--- src/srgc_pkg.sv ---
// constants, types and carriers for the synchronous-rectifier gate control
package srgc_pkg;

    // clock period and timing figures in their own units
    localparam int unsigned CLK_PERIOD_PS   = 4000;  // 250 MHz clock
    localparam int unsigned BLANK_PS_OHM    = 12;    // on blanking per ohm of resistor
    localparam int unsigned DIODE_TARGET_NS = 330;   // residual diode conduction goal
    localparam int unsigned LEAD_NS         = 280;   // timer anticipation
    localparam int unsigned LEAD_STEP_NS    = 56;    // timer step in fixed frequency
    localparam int unsigned OFF_BLANK_NS    = 500;   // fixed blanking after turn-off
    localparam int unsigned SLEEP_EXTRA_NS  = 300;   // added to on blanking for sleep

    // derived cycle counts
    localparam int unsigned CW = 16;                 // counter width
    localparam logic [CW-1:0] DIODE_TARGET_CYC =
        CW'(DIODE_TARGET_NS * 1000 / CLK_PERIOD_PS);
    localparam logic [CW-1:0] LEAD_CYC = CW'(LEAD_NS * 1000 / CLK_PERIOD_PS);
    localparam logic [CW-1:0] LEAD_STEP_CYC = CW'(LEAD_STEP_NS * 1000 / CLK_PERIOD_PS);
    localparam logic [CW-1:0] OFF_BLANK_CYC =
        CW'((OFF_BLANK_NS * 1000 + CLK_PERIOD_PS - 1) / CLK_PERIOD_PS);
    localparam logic [CW-1:0] SLEEP_EXTRA_CYC =
        CW'(SLEEP_EXTRA_NS * 1000 / CLK_PERIOD_PS);
    localparam logic [CW-1:0] ONE_CYC = 16'h0001;
    localparam logic [CW-1:0] SLEEP_OUT_DIV = 16'h0005;  // sleep exit margin, a fifth of blanking
    localparam logic [1:0] LEAD_PACE_LAST = 2'h3;        // fourth cycle of timer step pacing

    // strap sensing length, adaptive threshold layout
    localparam logic [2:0] STRAP_LAST   = 3'h4;      // fifth switching cycle
    localparam int unsigned THR_W       = 6;         // threshold code width
    localparam logic [THR_W-1:0] THR_MIN = 6'h00;    // lowest threshold, start point
    localparam logic [THR_W-1:0] THR_MAX = 6'h3F;
    localparam int unsigned OHM_W       = 18;        // resistor value width

    // supply state, gray along off, strap, sleep, run
    typedef enum logic [1:0] {
        SRGC_OFF   = 2'h0,
        SRGC_STRAP = 2'h1,
        SRGC_SLEEP = 2'h3,
        SRGC_RUN   = 2'h2
    } srgc_mode_t;

    // switching-cycle phase, gray along wait, on, diode, blank
    typedef enum logic [1:0] {
        SRGC_WAIT  = 2'h0,
        SRGC_ON    = 2'h1,
        SRGC_DIODE = 2'h3,
        SRGC_BLANK = 2'h2
    } srgc_phase_t;

    // supply comparator levels
    typedef struct packed {
        logic above_start;   // supply above supply_start_level
        logic above_aux;     // supply above aux_switch_level
        logic above_stop;    // supply above supply_stop_level
    } srgc_supply_t;

    // drain-sense comparator outputs
    typedef struct packed {
        logic drain_below;   // drain_sense_input below cycle_threshold
        logic adapt_trip;    // adaptive_off_comparator fired
    } srgc_cmp_t;

endpackage : srgc_pkg

--- src/srgc_gate_ctrl.sv ---
// gate control for the secondary-side synchronous rectifier
`timescale 1ns/1ps
`default_nettype none

module srgc_gate_ctrl (
    input  wire logic                       i_clock,
    input  wire logic                       i_reset,
    input  wire srgc_pkg::srgc_supply_t     i_supply,          // supply comparators
    input  wire srgc_pkg::srgc_cmp_t        i_cmp,             // raw drain comparators
    input  wire logic                       i_strap_cap,       // blank_program_pin cap seen
    input  wire logic [srgc_pkg::OHM_W-1:0] i_blank_set_ohms,  // blank_set_resistor value
    output logic                            o_gate_drive_out,
    output logic                            o_aux_switch_closed,
    output logic [srgc_pkg::THR_W-1:0]      o_threshold_code,  // adaptive threshold
    output logic                            o_running,
    output logic                            o_sleep,
    output logic                            o_fixed_freq_mode
);

    localparam int unsigned CW = srgc_pkg::CW;

    ////////////////////////////////////////////////////////////////////////////
    // state declarations

    srgc_pkg::srgc_cmp_t   cmp_meta_q;                  // first sync stage
    srgc_pkg::srgc_cmp_t   cmp_q;                       // second sync stage
    logic                  below_prev_q;                // delayed drain level
    srgc_pkg::srgc_mode_t  mode_q,   mode_d;            // supply state
    srgc_pkg::srgc_phase_t phase_q,  phase_d;           // cycle phase
    logic                  gate_q;                      // gate drive
    logic                  aux_q;                       // aux switch
    logic                  ff_mode_q;                   // held strap result
    logic [2:0]            strap_cnt_q;                 // strap cycles seen
    logic [CW-1:0]         since_fall_q;                // time since drain fell
    logic                  rise_pend_q;                 // first rise not yet seen
    logic [CW-1:0]         demag_q;                     // last fall-to-rise time
    logic [CW-1:0]         diode_cnt_q;                 // residual conduction
    logic [CW-1:0]         blank_cnt_q;                 // drain-high run length
    logic [CW-1:0]         period_avg_q;                // averaged period
    logic [CW-1:0]         prim_on_q;                   // last rise-to-fall time
    logic [CW-1:0]         ff_target_q;                 // fixed-frequency timer point
    logic [CW-1:0]         qr_target_q;                 // QR timer point
    logic [1:0]            cyc4_q;                      // four-cycle step pacing
    logic [srgc_pkg::THR_W-1:0] thr_q;                  // adaptive threshold code

    ////////////////////////////////////////////////////////////////////////////
    // helpers

    // saturating subtract
    function automatic logic [CW-1:0] sat_sub(input logic [CW-1:0] a,
                                              input logic [CW-1:0] b);
        sat_sub = (a > b) ? a - b : '0;
    endfunction : sat_sub

    ////////////////////////////////////////////////////////////////////////////
    // decode

    // on blanking from resistor, rounded up, at least one cycle
    wire [31:0]   blank_ps    = 32'(i_blank_set_ohms) * srgc_pkg::BLANK_PS_OHM;
    wire [31:0]   blank_cyc32 = (blank_ps + srgc_pkg::CLK_PERIOD_PS - 1)
                                / srgc_pkg::CLK_PERIOD_PS;
    wire [CW-1:0] min_on      = (blank_cyc32 == 32'h0) ? srgc_pkg::ONE_CYC
                                : CW'(blank_cyc32);

    // sleep thresholds
    wire [CW-1:0] sleep_in    = min_on + srgc_pkg::SLEEP_EXTRA_CYC;
    wire [CW-1:0] sleep_out   = min_on + min_on / srgc_pkg::SLEEP_OUT_DIV
                                + srgc_pkg::SLEEP_EXTRA_CYC;

    // edges of the synchronised drain level
    wire below       = cmp_q.drain_below;
    wire fall_raw    = below & ~below_prev_q;
    wire fall_evt    = fall_raw & (phase_q != srgc_pkg::SRGC_BLANK);
    wire first_rise  = ~below & below_prev_q & rise_pend_q;

    // turn-off sources, masked until on blanking is over
    wire past_min    = since_fall_q >= min_on;
    wire adapt_off   = past_min & cmp_q.adapt_trip;
    wire [CW-1:0] timer_pt = ff_mode_q ? ff_target_q : qr_target_q;
    wire timer_off   = past_min & (since_fall_q >= timer_pt);
    wire turn_off    = adapt_off | timer_off;

    // fixed-frequency goal: predicted rise minus lead
    wire [CW-1:0] ff_goal = sat_sub(sat_sub(period_avg_q, prim_on_q),
                                    srgc_pkg::LEAD_CYC);
    wire [CW-1:0] ff_diff = ff_goal - ff_target_q;
    wire [CW-1:0] ff_up   = (ff_diff > srgc_pkg::LEAD_STEP_CYC)
                            ? ff_target_q + srgc_pkg::LEAD_STEP_CYC : ff_goal;

    // off blanking done once drain stayed high long enough
    wire blank_done  = ~below & (blank_cnt_q >= srgc_pkg::OFF_BLANK_CYC);

    ////////////////////////////////////////////////////////////////////////////
    // supply state

    // stop wins everywhere, strap runs five cycles
    always_comb begin
        mode_d = mode_q;
        case (mode_q)
            srgc_pkg::SRGC_OFF: begin
                if (i_supply.above_start) mode_d = srgc_pkg::SRGC_STRAP;
            end
            srgc_pkg::SRGC_STRAP: begin
                if (fall_evt && strap_cnt_q == srgc_pkg::STRAP_LAST)
                    mode_d = srgc_pkg::SRGC_SLEEP;
            end
            srgc_pkg::SRGC_SLEEP: begin
                if (first_rise && since_fall_q > sleep_out)
                    mode_d = srgc_pkg::SRGC_RUN;
            end
            srgc_pkg::SRGC_RUN: begin
                if (first_rise && since_fall_q < sleep_in)
                    mode_d = srgc_pkg::SRGC_SLEEP;
            end
            default: mode_d = srgc_pkg::SRGC_OFF;
        endcase
        if (!i_supply.above_stop) mode_d = srgc_pkg::SRGC_OFF;
    end

    ////////////////////////////////////////////////////////////////////////////
    // cycle phase

    // on at falling drain, off on first trigger, then blanking
    always_comb begin
        phase_d = phase_q;
        case (phase_q)
            srgc_pkg::SRGC_WAIT: begin
                if (fall_evt && mode_q == srgc_pkg::SRGC_RUN)
                    phase_d = srgc_pkg::SRGC_ON;
            end
            srgc_pkg::SRGC_ON: begin
                if (turn_off) phase_d = srgc_pkg::SRGC_DIODE;
            end
            srgc_pkg::SRGC_DIODE: begin
                if (!below) phase_d = srgc_pkg::SRGC_BLANK;
            end
            srgc_pkg::SRGC_BLANK: begin
                if (blank_done) phase_d = srgc_pkg::SRGC_WAIT;
            end
            default: phase_d = srgc_pkg::SRGC_WAIT;
        endcase
        if (mode_q != srgc_pkg::SRGC_RUN && phase_q != srgc_pkg::SRGC_BLANK
            && phase_q != srgc_pkg::SRGC_DIODE)
            phase_d = srgc_pkg::SRGC_WAIT;
    end

    ////////////////////////////////////////////////////////////////////////////
    // comparator synchroniser

    // two flops, only the second stage is used
    always_ff @(posedge i_clock) begin
        if (i_reset) begin
            cmp_meta_q   <= '0;
            cmp_q        <= '0;
            below_prev_q <= 1'b0;
        end else begin
            cmp_meta_q   <= i_cmp;
            cmp_q        <= cmp_meta_q;
            below_prev_q <= cmp_q.drain_below;
        end
    end

    ////////////////////////////////////////////////////////////////////////////
    // state registers and gate

    // gate follows the on phase, dropped at once when supply stops
    always_ff @(posedge i_clock) begin
        if (i_reset) begin
            mode_q  <= srgc_pkg::SRGC_OFF;
            phase_q <= srgc_pkg::SRGC_WAIT;
            gate_q  <= 1'b0;
        end else begin
            mode_q  <= mode_d;
            phase_q <= phase_d;
            gate_q  <= (phase_d == srgc_pkg::SRGC_ON) & i_supply.above_stop;
        end
    end

    ////////////////////////////////////////////////////////////////////////////
    // aux switch

    // close below aux level, open at start level; close wins
    always_ff @(posedge i_clock) begin
        if (i_reset) aux_q <= 1'b0;
        else if (!i_supply.above_aux) aux_q <= 1'b1;
        else if (i_supply.above_start) aux_q <= 1'b0;
    end

    ////////////////////////////////////////////////////////////////////////////
    // strap sensing

    // sample each strap cycle, hold until supply stop
    always_ff @(posedge i_clock) begin
        if (i_reset) begin
            strap_cnt_q <= 3'h0;
            ff_mode_q   <= 1'b0;
        end else if (mode_q == srgc_pkg::SRGC_OFF) begin
            strap_cnt_q <= 3'h0;
            ff_mode_q   <= 1'b0;
        end else if (mode_q == srgc_pkg::SRGC_STRAP && fall_evt) begin
            strap_cnt_q <= strap_cnt_q + 3'h1;
            ff_mode_q   <= i_strap_cap;
        end
    end

    ////////////////////////////////////////////////////////////////////////////
    // timing measurements

    // time since fall, demag time, primary on time
    always_ff @(posedge i_clock) begin
        if (i_reset) begin
            since_fall_q <= '0;
            rise_pend_q  <= 1'b0;
            demag_q      <= '0;
            prim_on_q    <= '0;
        end else begin
            if (fall_evt) begin
                since_fall_q <= '0;
                prim_on_q    <= sat_sub(since_fall_q, demag_q);
            end else if (since_fall_q != '1) begin
                since_fall_q <= since_fall_q + srgc_pkg::ONE_CYC;
            end
            if (fall_evt) rise_pend_q <= 1'b1;
            else if (first_rise) rise_pend_q <= 1'b0;
            if (first_rise) demag_q <= since_fall_q;
        end
    end

    // residual diode and post-off blanking counters
    always_ff @(posedge i_clock) begin
        if (i_reset) begin
            diode_cnt_q <= '0;
            blank_cnt_q <= '0;
        end else begin
            if (phase_q == srgc_pkg::SRGC_ON) diode_cnt_q <= '0;
            else if (phase_q == srgc_pkg::SRGC_DIODE && below
                     && diode_cnt_q != '1)
                diode_cnt_q <= diode_cnt_q + srgc_pkg::ONE_CYC;
            if (phase_q != srgc_pkg::SRGC_BLANK || below) blank_cnt_q <= '0;
            else if (blank_cnt_q != '1)
                blank_cnt_q <= blank_cnt_q + srgc_pkg::ONE_CYC;
        end
    end

    ////////////////////////////////////////////////////////////////////////////
    // lead timer targets

    // period average, paced fixed-frequency point, QR point
    always_ff @(posedge i_clock) begin
        if (i_reset) begin
            period_avg_q <= '0;
            ff_target_q  <= '0;
            qr_target_q  <= '0;
            cyc4_q       <= 2'h0;
        end else begin
            if (fall_evt) begin
                period_avg_q <= period_avg_q - (period_avg_q >> 2)
                                + (since_fall_q >> 2);
                cyc4_q <= cyc4_q + 2'h1;
                if (ff_goal < ff_target_q) ff_target_q <= ff_goal;
                else if (cyc4_q == srgc_pkg::LEAD_PACE_LAST) ff_target_q <= ff_up;
            end
            if (first_rise)
                qr_target_q <= sat_sub(since_fall_q, srgc_pkg::LEAD_CYC);
        end
    end

    ////////////////////////////////////////////////////////////////////////////
    // adaptive threshold

    // short residual raises code (earlier off), long lowers it
    always_ff @(posedge i_clock) begin
        if (i_reset) thr_q <= srgc_pkg::THR_MIN;
        else if (mode_q != srgc_pkg::SRGC_RUN && mode_q != srgc_pkg::SRGC_SLEEP)
            thr_q <= srgc_pkg::THR_MIN;
        else if (phase_q == srgc_pkg::SRGC_DIODE && !below) begin
            if (diode_cnt_q < srgc_pkg::DIODE_TARGET_CYC && thr_q != srgc_pkg::THR_MAX)
                thr_q <= thr_q + 6'h01;
            else if (diode_cnt_q > srgc_pkg::DIODE_TARGET_CYC
                     && thr_q != srgc_pkg::THR_MIN)
                thr_q <= thr_q - 6'h01;
        end
    end

    ////////////////////////////////////////////////////////////////////////////
    // outputs

    assign o_gate_drive_out    = gate_q;
    assign o_aux_switch_closed = aux_q;
    assign o_threshold_code    = thr_q;
    assign o_running           = (mode_q == srgc_pkg::SRGC_RUN);
    assign o_sleep             = (mode_q == srgc_pkg::SRGC_SLEEP);
    assign o_fixed_freq_mode   = ff_mode_q;

endmodule : srgc_gate_ctrl

`default_nettype wire

--- config.mk ---
export PLATFORM = sky130hd
export DESIGN_NAME = srgc_gate_ctrl
export DESIGN_NICKNAME = d
export VERILOG_FILES = /design/src/srgc_pkg.sv /design/src/srgc_gate_ctrl.sv
export SDC_FILE = /design/constraint.sdc
export NUM_CORES = 1
export LEC_CHECK = 0
export BUFFER_PORTS_ARGS = -buffer_cell sky130_fd_sc_hd__buf_2
export CORE_ASPECT_RATIO = 0.75
export CORE_MARGIN = 1
export CORE_UTILIZATION = 30
export CTS_CLUSTER_SIZE = 8
export DETAILED_ROUTE_END_ITERATION = 10
export GPL_TIMING_DRIVEN = 0
export MAX_ROUTING_LAYER = met4
export PLACE_DENSITY = 0.49
export SETUP_SLACK_MARGIN = 0.2
export SYNTH_ARGS = -nofsm -noshare
export SYNTH_HDL_FRONTEND = slang
export SYNTH_SLANG_ARGS = --single-unit
--- constraint.sdc ---
create_clock -name i_clock -period 18.8 [get_ports i_clock]
set_input_delay 0 -clock i_clock [delete_from_list [all_inputs] [get_ports i_clock]]
set_output_delay 0 -clock i_clock [all_outputs]
set_load 0.05 [all_outputs]
== After elaboration in Yosys (flattened, before gate mapping) ==
Index checks and enable logic that the tools add are counted.
Widths: inputs -> output; s select.

* Register bits: 152
* Input bits: 26
* Output and inout bits: 11
* Logic and storage cells: 149

* Add/subtract/negate cells: 20
* $mul: 1
* Div/mod/pow operators: 2
* $lt $le $gt $ge: 13
* Equal/unequal tests: 22
* Mux-type cells: 26
* Bitwise gates (word level): 12
* Reductions and logical operators: 31

{| class="wikitable"
|+ Operators by type and width
! kind !! count
|-
| $mux 16 || 9
|-
| $add 16x1->16 const B || 3
|-
| $gt 16x16->1 || 3
|-
| $gt 16x7->1 const B || 3
|-
| $ne 16x16->1 const B || 3
|-
| $sub 16x16->16 || 3
|-
| $add 16x7->16 const B || 2
|-
| $div 32x12->32 const B || 1
|-
| $ge 16x16->1 || 2
|-
| $logic_not 32->1 || 1
|-
| $lt 16x16->1 || 2
|-
| $sub 16x7->16 const B || 2
|-
| $sub 23x1->24 const B || 1
|-
| $add 22x12->23 const B || 1
|-
| $mul 18x2->20 const B || 1
|-
| $mux 2 || 9
|-
| $add 16x14->16 || 1
|-
| $add 16x16->16 || 1
|-
| $add 16x4->16 const B || 1
|-
| $div 16x3->16 const B || 1
|-
| $ge 16x7->1 const B || 1
|-
| $gt 16x4->1 const B || 1
|-
| $lt 16x7->1 const B || 1
|-
| $pmux 2 s4 || 2
|-
| 25 further kinds || 72
|}

== Logic depth before layout (Yosys ltp) ==
Gate-level depths: netlist of run 1.

* Word-level depth: 14
* Depth in mapped cells: 81
* Depth with buffers taken out: 77

== Worst setup path before layout of run 1 ==
OpenSTA, ideal clock, no wires.

* Path type: input to register
* Start: in i_blank_set_ohms[0] (netlist bit)
* End: reg mode_q[0]
* Library setup time: 0.070 ns
* Arrival time: 14.936 ns
* Data required time: 18.730 ns
* Slack: 3.794 ns
* Cell stages on the path: 79
* Buffers on the path: 5
* Cells stage by stage: ha_1 -> fa_1 -> xor2_1 -> o21ai_2 -> or4_1 -> mux2_2 -> nand2b_1 -> or4_1 -> clkbuf_1 -> nor3_2 -> nor3b_1 -> a31oi_1 -> o21a_1 -> a21oi_1 -> mux2i_2 -> nand2_1 -> o21ai_4 -> xnor3_1 -> [... 43 more ...] -> nor2b_1 -> o21ai_0 -> a21oi_1 -> o21ai_0 -> a21oi_1 -> o21ai_0 -> nand2b_1 -> a21o_1 -> a21oi_1 -> ha_1 -> and4_1 -> nand2_1 -> nand4b_1 -> o221ai_1 -> nand2_1 -> nand2_1 -> o21ai_0 -> a21oi_1

* Longest elaborated chain between the ends: 13
* Elaborated cells on any way between the ends: 17
* Classes of those cells: 5 x add/sub; 1 x mul; 2 x div; 2 x order compare; 2 x eq/ne; 1 x mux; 4 x reduce/logical

{| class="wikitable"
|+ RTL lines
! element !! RTL line !! text
|-
| start: declaration || srgc_gate_ctrl.sv:11 || <nowiki>input wire logic [srgc_pkg::OHM_W-1:0] i_blank_set_ohms,</nowiki>
|-
| $mul 18x2->20 (*) || srgc_gate_ctrl.sv:59 || <nowiki>wire [31:0] blank_ps = 32'(i_blank_set_ohms) * srgc_pkg::BLANK_PS_OHM;</nowiki>
|-
| $add 22x12->23 (*) || srgc_gate_ctrl.sv:60 || <nowiki>wire [31:0] blank_cyc32 = (blank_ps + srgc_pkg::CLK_PERIOD_PS - 1)</nowiki>
|-
| $sub 23x1->24 (*) || srgc_gate_ctrl.sv:60 ||
|-
| $div 32x12->32 (*) || srgc_gate_ctrl.sv:61 || <nowiki>/ srgc_pkg::CLK_PERIOD_PS;</nowiki>
|-
| $logic_not 32->1 || srgc_gate_ctrl.sv:62 || <nowiki>wire [CW-1:0] min_on = (blank_cyc32 == 32'h0) ? srgc_pkg::ONE_CYC</nowiki>
|-
| $mux 16 (*) || srgc_gate_ctrl.sv:62 ||
|-
| $div 16x3->16 || srgc_gate_ctrl.sv:67 || <nowiki>wire [CW-1:0] sleep_out = min_on + min_on / srgc_pkg::SLEEP_OUT_DIV</nowiki>
|-
| $add 16x16->16 || srgc_gate_ctrl.sv:67 ||
|-
| $add 16x7->16 || srgc_gate_ctrl.sv:68 || <nowiki>+ srgc_pkg::SLEEP_EXTRA_CYC;</nowiki>
|-
| $gt 16x16->1 || srgc_gate_ctrl.sv:108 || <nowiki>if (first_rise && since_fall_q > sleep_out)</nowiki>
|-
| $logic_and 1x1->1 || srgc_gate_ctrl.sv:108 ||
|-
| $ne 2x1->1 (no line) || -- ||
|-
| $reduce_and 4->1 (no line) (*) || -- ||
|-
| end signal: assignment || srgc_gate_ctrl.sv:169 || <nowiki>mode_q <= srgc_pkg::SRGC_OFF;</nowiki>
|-
| end signal: assignment || srgc_gate_ctrl.sv:173 || <nowiki>mode_q <= mode_d;</nowiki>
|-
| end: declaration || srgc_gate_ctrl.sv:28 || <nowiki>srgc_pkg::srgc_mode_t mode_q, mode_d;</nowiki>
|}

Mark *: on every way between the ends. The rest lies on a longest branch, timed or not.
A chain may end at the register's enable or synchronous reset.

== Worst setup path after layout of run 1 ==
Same ends and word-level chain as after synthesis.

==> flow_summary.ini, run 1 <==
[synth]
synth.distinct_cells = 132
synth_top_area_cell = dfxtp_1
synthArstFlopShare_pct = 0
synthCells = 2573
ys_seq_elements = 152
synth-compound-area-share_pct = 28.6
ys_top_cells_by_area = dfxtp_1, ha_1, xnor2_1
synth.avg_cell_area_sq_um = 7.47
synth_edf_count = 0
ys_warn_count = 0
synth-simple-area-share_pct = 23.3
synth_common_cells = nor2_1, nand2_1, a21oi_1, ha_1, inv_1
yosysTopAreaCellShare_pct = 15.8
synth_most_common_cell = nor2_1
synth_ff_type = dfxtp_1
ys_seq_area_share_pct = 15.8
synth_top_family_by_area = compound AO/OA/AOI/OAI gates
yosys.area_share.adder_pct = 14.0
syn-cell-area_sq_um = 19200
synthMuxAreaShare_pct = 2.38
synthXorXnorAreaFrac_pct = 10.6

[setup_path]
slowest_stage = fa_1
critPathKind = input pin to flip-flop
path_delay_family = compound AO/OA/AOI/OAI gates
required_ps = 19190
cp.arrival_ps = 17920
endpoint_kind = flip-flop
slowest_delay_ps = 580
cp-start-kind = input pin
crit_buf_inv = 14
path_max_fanout = 10

[cts]
clock_sinks = 152
clk_pin_slew_ps = 70
clk_latency_ps = 460
cts_buffers = 17
cts_buffer_depth = 2
cts_tree = done
root_buffer = clkbuf_16
htreeDepth = 4

[flow_run]
drv_cap = 0

[grt]
use_met3_pct = 2.68
grt_overflow = 0
met1_usage_pct = 30.0
antenna_found_initial = 0
grt_pass1_wl_um = 99200
grt_use_met2_pct = 26.4
busiest_layer = met1
grt_util_all_layers_pct = 19.5
grt_pass1_vias = 17600
grt_start_max_net_pins = 17

[floorplanning]
die_x_um = 294
pin_count = 37
die-height_um = 221
coreArea_sq_um = 62700
start_util_pct = 30.7
die-area_sq_um = 65100
rows = 79

[timing]
fmax_mhz = 57.1
clock_skew_ps = 12.2
hold_viol_final = 0
rsz0062_at_grt = no
drv_slew = 0
setup_viol = 0
fin_crit_ps = 17530
tightest_slew_ps = 1180
timing.final.ws_setup_ps = 1270
fin_crit_sh_pct = 93.2
holdWs_ps = 47.2
max_slew_margin_pct = 20.5

[final_layout]
utilization_pct = 34.3
drive_gt1_share_pct = 8.76
area_growth_pct = 11.8
final_nets = 2875
n_antenna_cell = 0

[placement]
port_buffers = 36
gp_congestion = 0.924
pre_cts_ws_ps = -291
place_hpwl_um = 50000

[drt]
drtIter0Drc = 1853
vias = 19400
drt_first_pass_iters = 8
remaining_drc_errors = 0
via_per_inst = 5.52
postRouteAntennaNets = 0
wl_um = 62800
wl_per_cell_um = 17.9

[min_path]
min_path_type = input pin to flip-flop

[run_status]
status = finished clean
cell usage in the layout, fill, tap and decap left out, drive strengths merged, types with 15 or more instances in the layout:
cell	instances
buf	66
and4	15
a211oi	36
dfxtp	152
o211ai	30
nor2	239
nand2	239
o21ai	149
nand2b	42
and3	30
nand3	71
clkbuf	85
or3	26
o21a	23
a22oi	31
o22ai	21
inv	177
and2	33
fa	20
or2	18
o21bai	24
nor4	27
nand4	39
mux2i	31
xnor2	151
xor2	72
nor3	71
ha	182
a21oi	195
nor2b	35
a31oi	33
a21o	71
per-layer routing:
metal	wire length (um)	vias to the layer above
met2	25000	540
met3	3410	50
met5	0	-
met4	694	0
li1	-	9516
met1	33800	9251
worst min-delay path, cell delays in order:
cell	delay [ps]
buf_2	180
a2111oi_0	130
nand2_1	70
o21ai_0	70
stage by stage:
| stage | instances | setup TNS [ps] | instance area (sq um) |
|---|---|---|---|
| after floorplan | 2576 | 0 | 19200 |
| after global placement | 3462 | -257 | 20500 |
| after detailed placement | 3462 | -291 | 20500 |
| after CTS | 3500 | 0 | 21200 |
| after global routing | 3509 | 0 | 21500 |
| final | 3509 | 0 | 21500 |
cells by family (layout without fill, tap and decap cells):
| kind of cell | count (synthesis) | after routing |
|---|---|---|
| adder cells (fa/ha/maj) | 203 | 203 |
| multiplexers | 42 | 42 |
| XOR/XNOR | 224 | 224 |
| flip-flops | 152 | 152 |
| AND/OR/NAND/NOR | 911 | 911 |
| other | 2 | 5 |
| buffers and inverters | 261 | 344 |
| AO/OA/AOI/OAI | 778 | 778 |
layout make-up:
| type | count | area, sq um |
|---|---|---|
| buffer | 87 | 354 |
| clock buffer | 18 | 439 |
| clock inverter | 13 | 163 |
| fill | 6698 | 41200 |
| inverter | 173 | 658 |
| multi-input combinational | 2163 | 15400 |
| sequential | 152 | 3040 |
| tap | 850 | 1060 |
| timing repair buffer | 53 | 338 |
registers in the layout (all words and copies together) (netlist names), 3 cells and up:
name	cells
blank_cnt_q	16
demag_q	16
diode_cnt_q	16
o_threshold_code	6
period_avg_q	16
strap_cnt_q	3
qr_target_q	16
prim_on_q	16
ff_target_q	16
since_fall_q	16
repair_timing:
| item | in CTS | in global routing |
|---|---|---|
| hold endpoints to repair | 7 | 0 |
| resized for setup | 2 | 42 |
| hold buffers | 7 | 0 |
| pin swaps | 0 | 6 |
| buffers inserted | 0 | 10 |
| setup endpoints to repair | 1 | 1 |
final timing paths:
| kind | start | to | slack, ps | cells after the start |
|---|---|---|---|---|
| max | i_blank_set_ohms[0] | mode_q[0] | 1270 | 80 |
| min | i_reset | prim_on_q[4] | 50 | 4 |
| max reg2reg | period_avg_q[0] | ff_target_q[15] | 8960 | 45 |
| min reg2reg | cmp_meta_q[1] | below | 450 | 1 |
Power of run 1 is not shown: default switching activity piles up to over one toggle a cycle in this logic, so the estimate is an artifact.
==> run 2, diff against run 1 <==
CTS_CLUSTER_SIZE = not set   (was 8)
PLACE_DENSITY = 0.44   (was 0.49)
==> flow_summary.ini, run 2 (synthesis gave the netlist of run 1 again) <==
[floorplanning]
die_x_um = 294
coreArea_sq_um = 62700
rows = 79
start_util_pct = 30.7
die-area_sq_um = 65100
pin_count = 37
die-height_um = 221

[setup_path]
crit_buf_inv = 9
path_max_fanout = 10
path_depth = 76
slowest_delay_ps = 650
reg2reg_from = prim_on_q[0]
endpoint_kind = flip-flop
crit_top_cell = a21oi_1
required_ps = 19180
slowest_stage = a32oi_1
cp-start-kind = input pin
worst_r2r_path_depth = 46
critPathKind = input pin to flip-flop
rrSetupSlack_ps = 8740
path_delay_family = compound AO/OA/AOI/OAI gates
cp.arrival_ps = 17650
worstReg2RegEnd = ff_target_q[11]

[placement]
port_buffers = 36
place_hpwl_um = 52100
gp_congestion = 0.870

[drt]
vias = 19100
via_per_inst = 5.44
drtIter0Drc = 1337
wl_um = 65000
wl_per_cell_um = 18.5
postRouteAntennaNets = 0
drt_first_pass_iters = 5
remaining_drc_errors = 0

[final_layout]
n_antenna_cell = 0
final_cell_mix = nand2_1, nor2_1, a21oi_1, ha_1, inv_1
drive_gt1_share_pct = 9.09
final_nets = 2876
area_growth_pct = 12.2
layout_commonest_cell = nand2_1
utilization_pct = 34.4

[cts]
cts_tree = done
clk_pin_slew_ps = 60
clock_sinks = 152
cts_buffers = 17
cts_buffer_depth = 2
htreeDepth = 4
root_buffer = clkbuf_16
clk_latency_ps = 450

[timing]
hold_viol_final = 0
clock_skew_ps = 12.0
rsz0062_at_grt = no
fin_crit_ps = 17270
tightest_slew_ps = 1370
max_slew_margin_pct = 7.68
drv_slew = 0
setup_viol = 0
fmax_mhz = 57.9
fin_crit_sh_pct = 91.9

[min_path]
hp-start = i_reset
hold_depth = 4
min_path_type = input pin to flip-flop
hold_end = prim_on_q[1]

[grt]
antenna_found_initial = 0
grt_start_max_net_pins = 17
grt_pass1_wl_um = 102000
grt_pass1_vias = 18000
grt_overflow = 0
grt_util_all_layers_pct = 20.3

[run_status]
status = finished clean

[flow_run]
drv_cap = 0
==> run 2: per-stage QoR <==
| step | instances | TNS (ps) | cell area, sq um | hold WS (ps) | setup WS, ps |
|---|---|---|---|---|---|
| floorplan | 2576 | 0 | 19200 | 91.8 | 3790 |
| global placement | 3462 | -177 | 20500 | 180 | -177 |
| detailed placement | 3463 | -175 | 20500 | 181 | -175 |
| CTS | 3502 | 0 | 21200 | 28.4 | 374 |
| global route | 3511 | 0 | 21600 | 77.9 | 187 |
| finish | 3511 | 0 | 21600 | 30.5 | 1530 |
==> run 2: worst max-delay path by stage <==
stage | startpoint | endpoint | slack (ps)
2_1_floorplan | i_blank_set_ohms[0] | mode_q[0] | 3790
3_3_place_gp | i_blank_set_ohms[0] | mode_q[0] | -180
3_5_place_dp | i_blank_set_ohms[0] | mode_q[0] | -180
4_1_cts | i_blank_set_ohms[0] | mode_q[0] | 370
5_1_grt | i_blank_set_ohms[0] | mode_q[0] | 190
6_report | i_blank_set_ohms[0] | mode_q[0] | 1530
==> run 2: final cells by class <==
class,instances,area [sq um]
plain buffers,87,354
clock buffers,17,425
clock inverters,15,165
fillers,6710,41100
inverters,173,661
multi-input cells,2163,15500
flip-flops and latches,152,3040
well taps,850,1060
repair buffers,54,333
==> run 2: layer usage <==
metal | global-route usage (%) | wire length (um) | vias to the layer above
met2 | 26.5 | 25000 | 384
met4 | 3.38 | 669 | 0
met5 | - | 0 | -
met1 | 32.3 | 36500 | 9145
li1 | - | - | 9526
met3 | 2.53 | 2820 | 42
==> run 2: tightest hold or removal path: cells and delay by family <==
family	cells	cell delay, ps
buf+inv	1	150
compound gates	2	190
simple gates	1	80
==> run 2: repair_timing <==
| action | 4_1_cts | 5_1_grt |
|---|---|---|
| pin swaps | 0 | 6 |
| hold buffers | 7 | 0 |
| gates resized for setup | 1 | 59 |
| hold endpoints to repair | 7 | 0 |
| setup endpoints to repair | 1 | 3 |
| buffers inserted | 0 | 10 |
Power of run 2 is left out for the same reason.
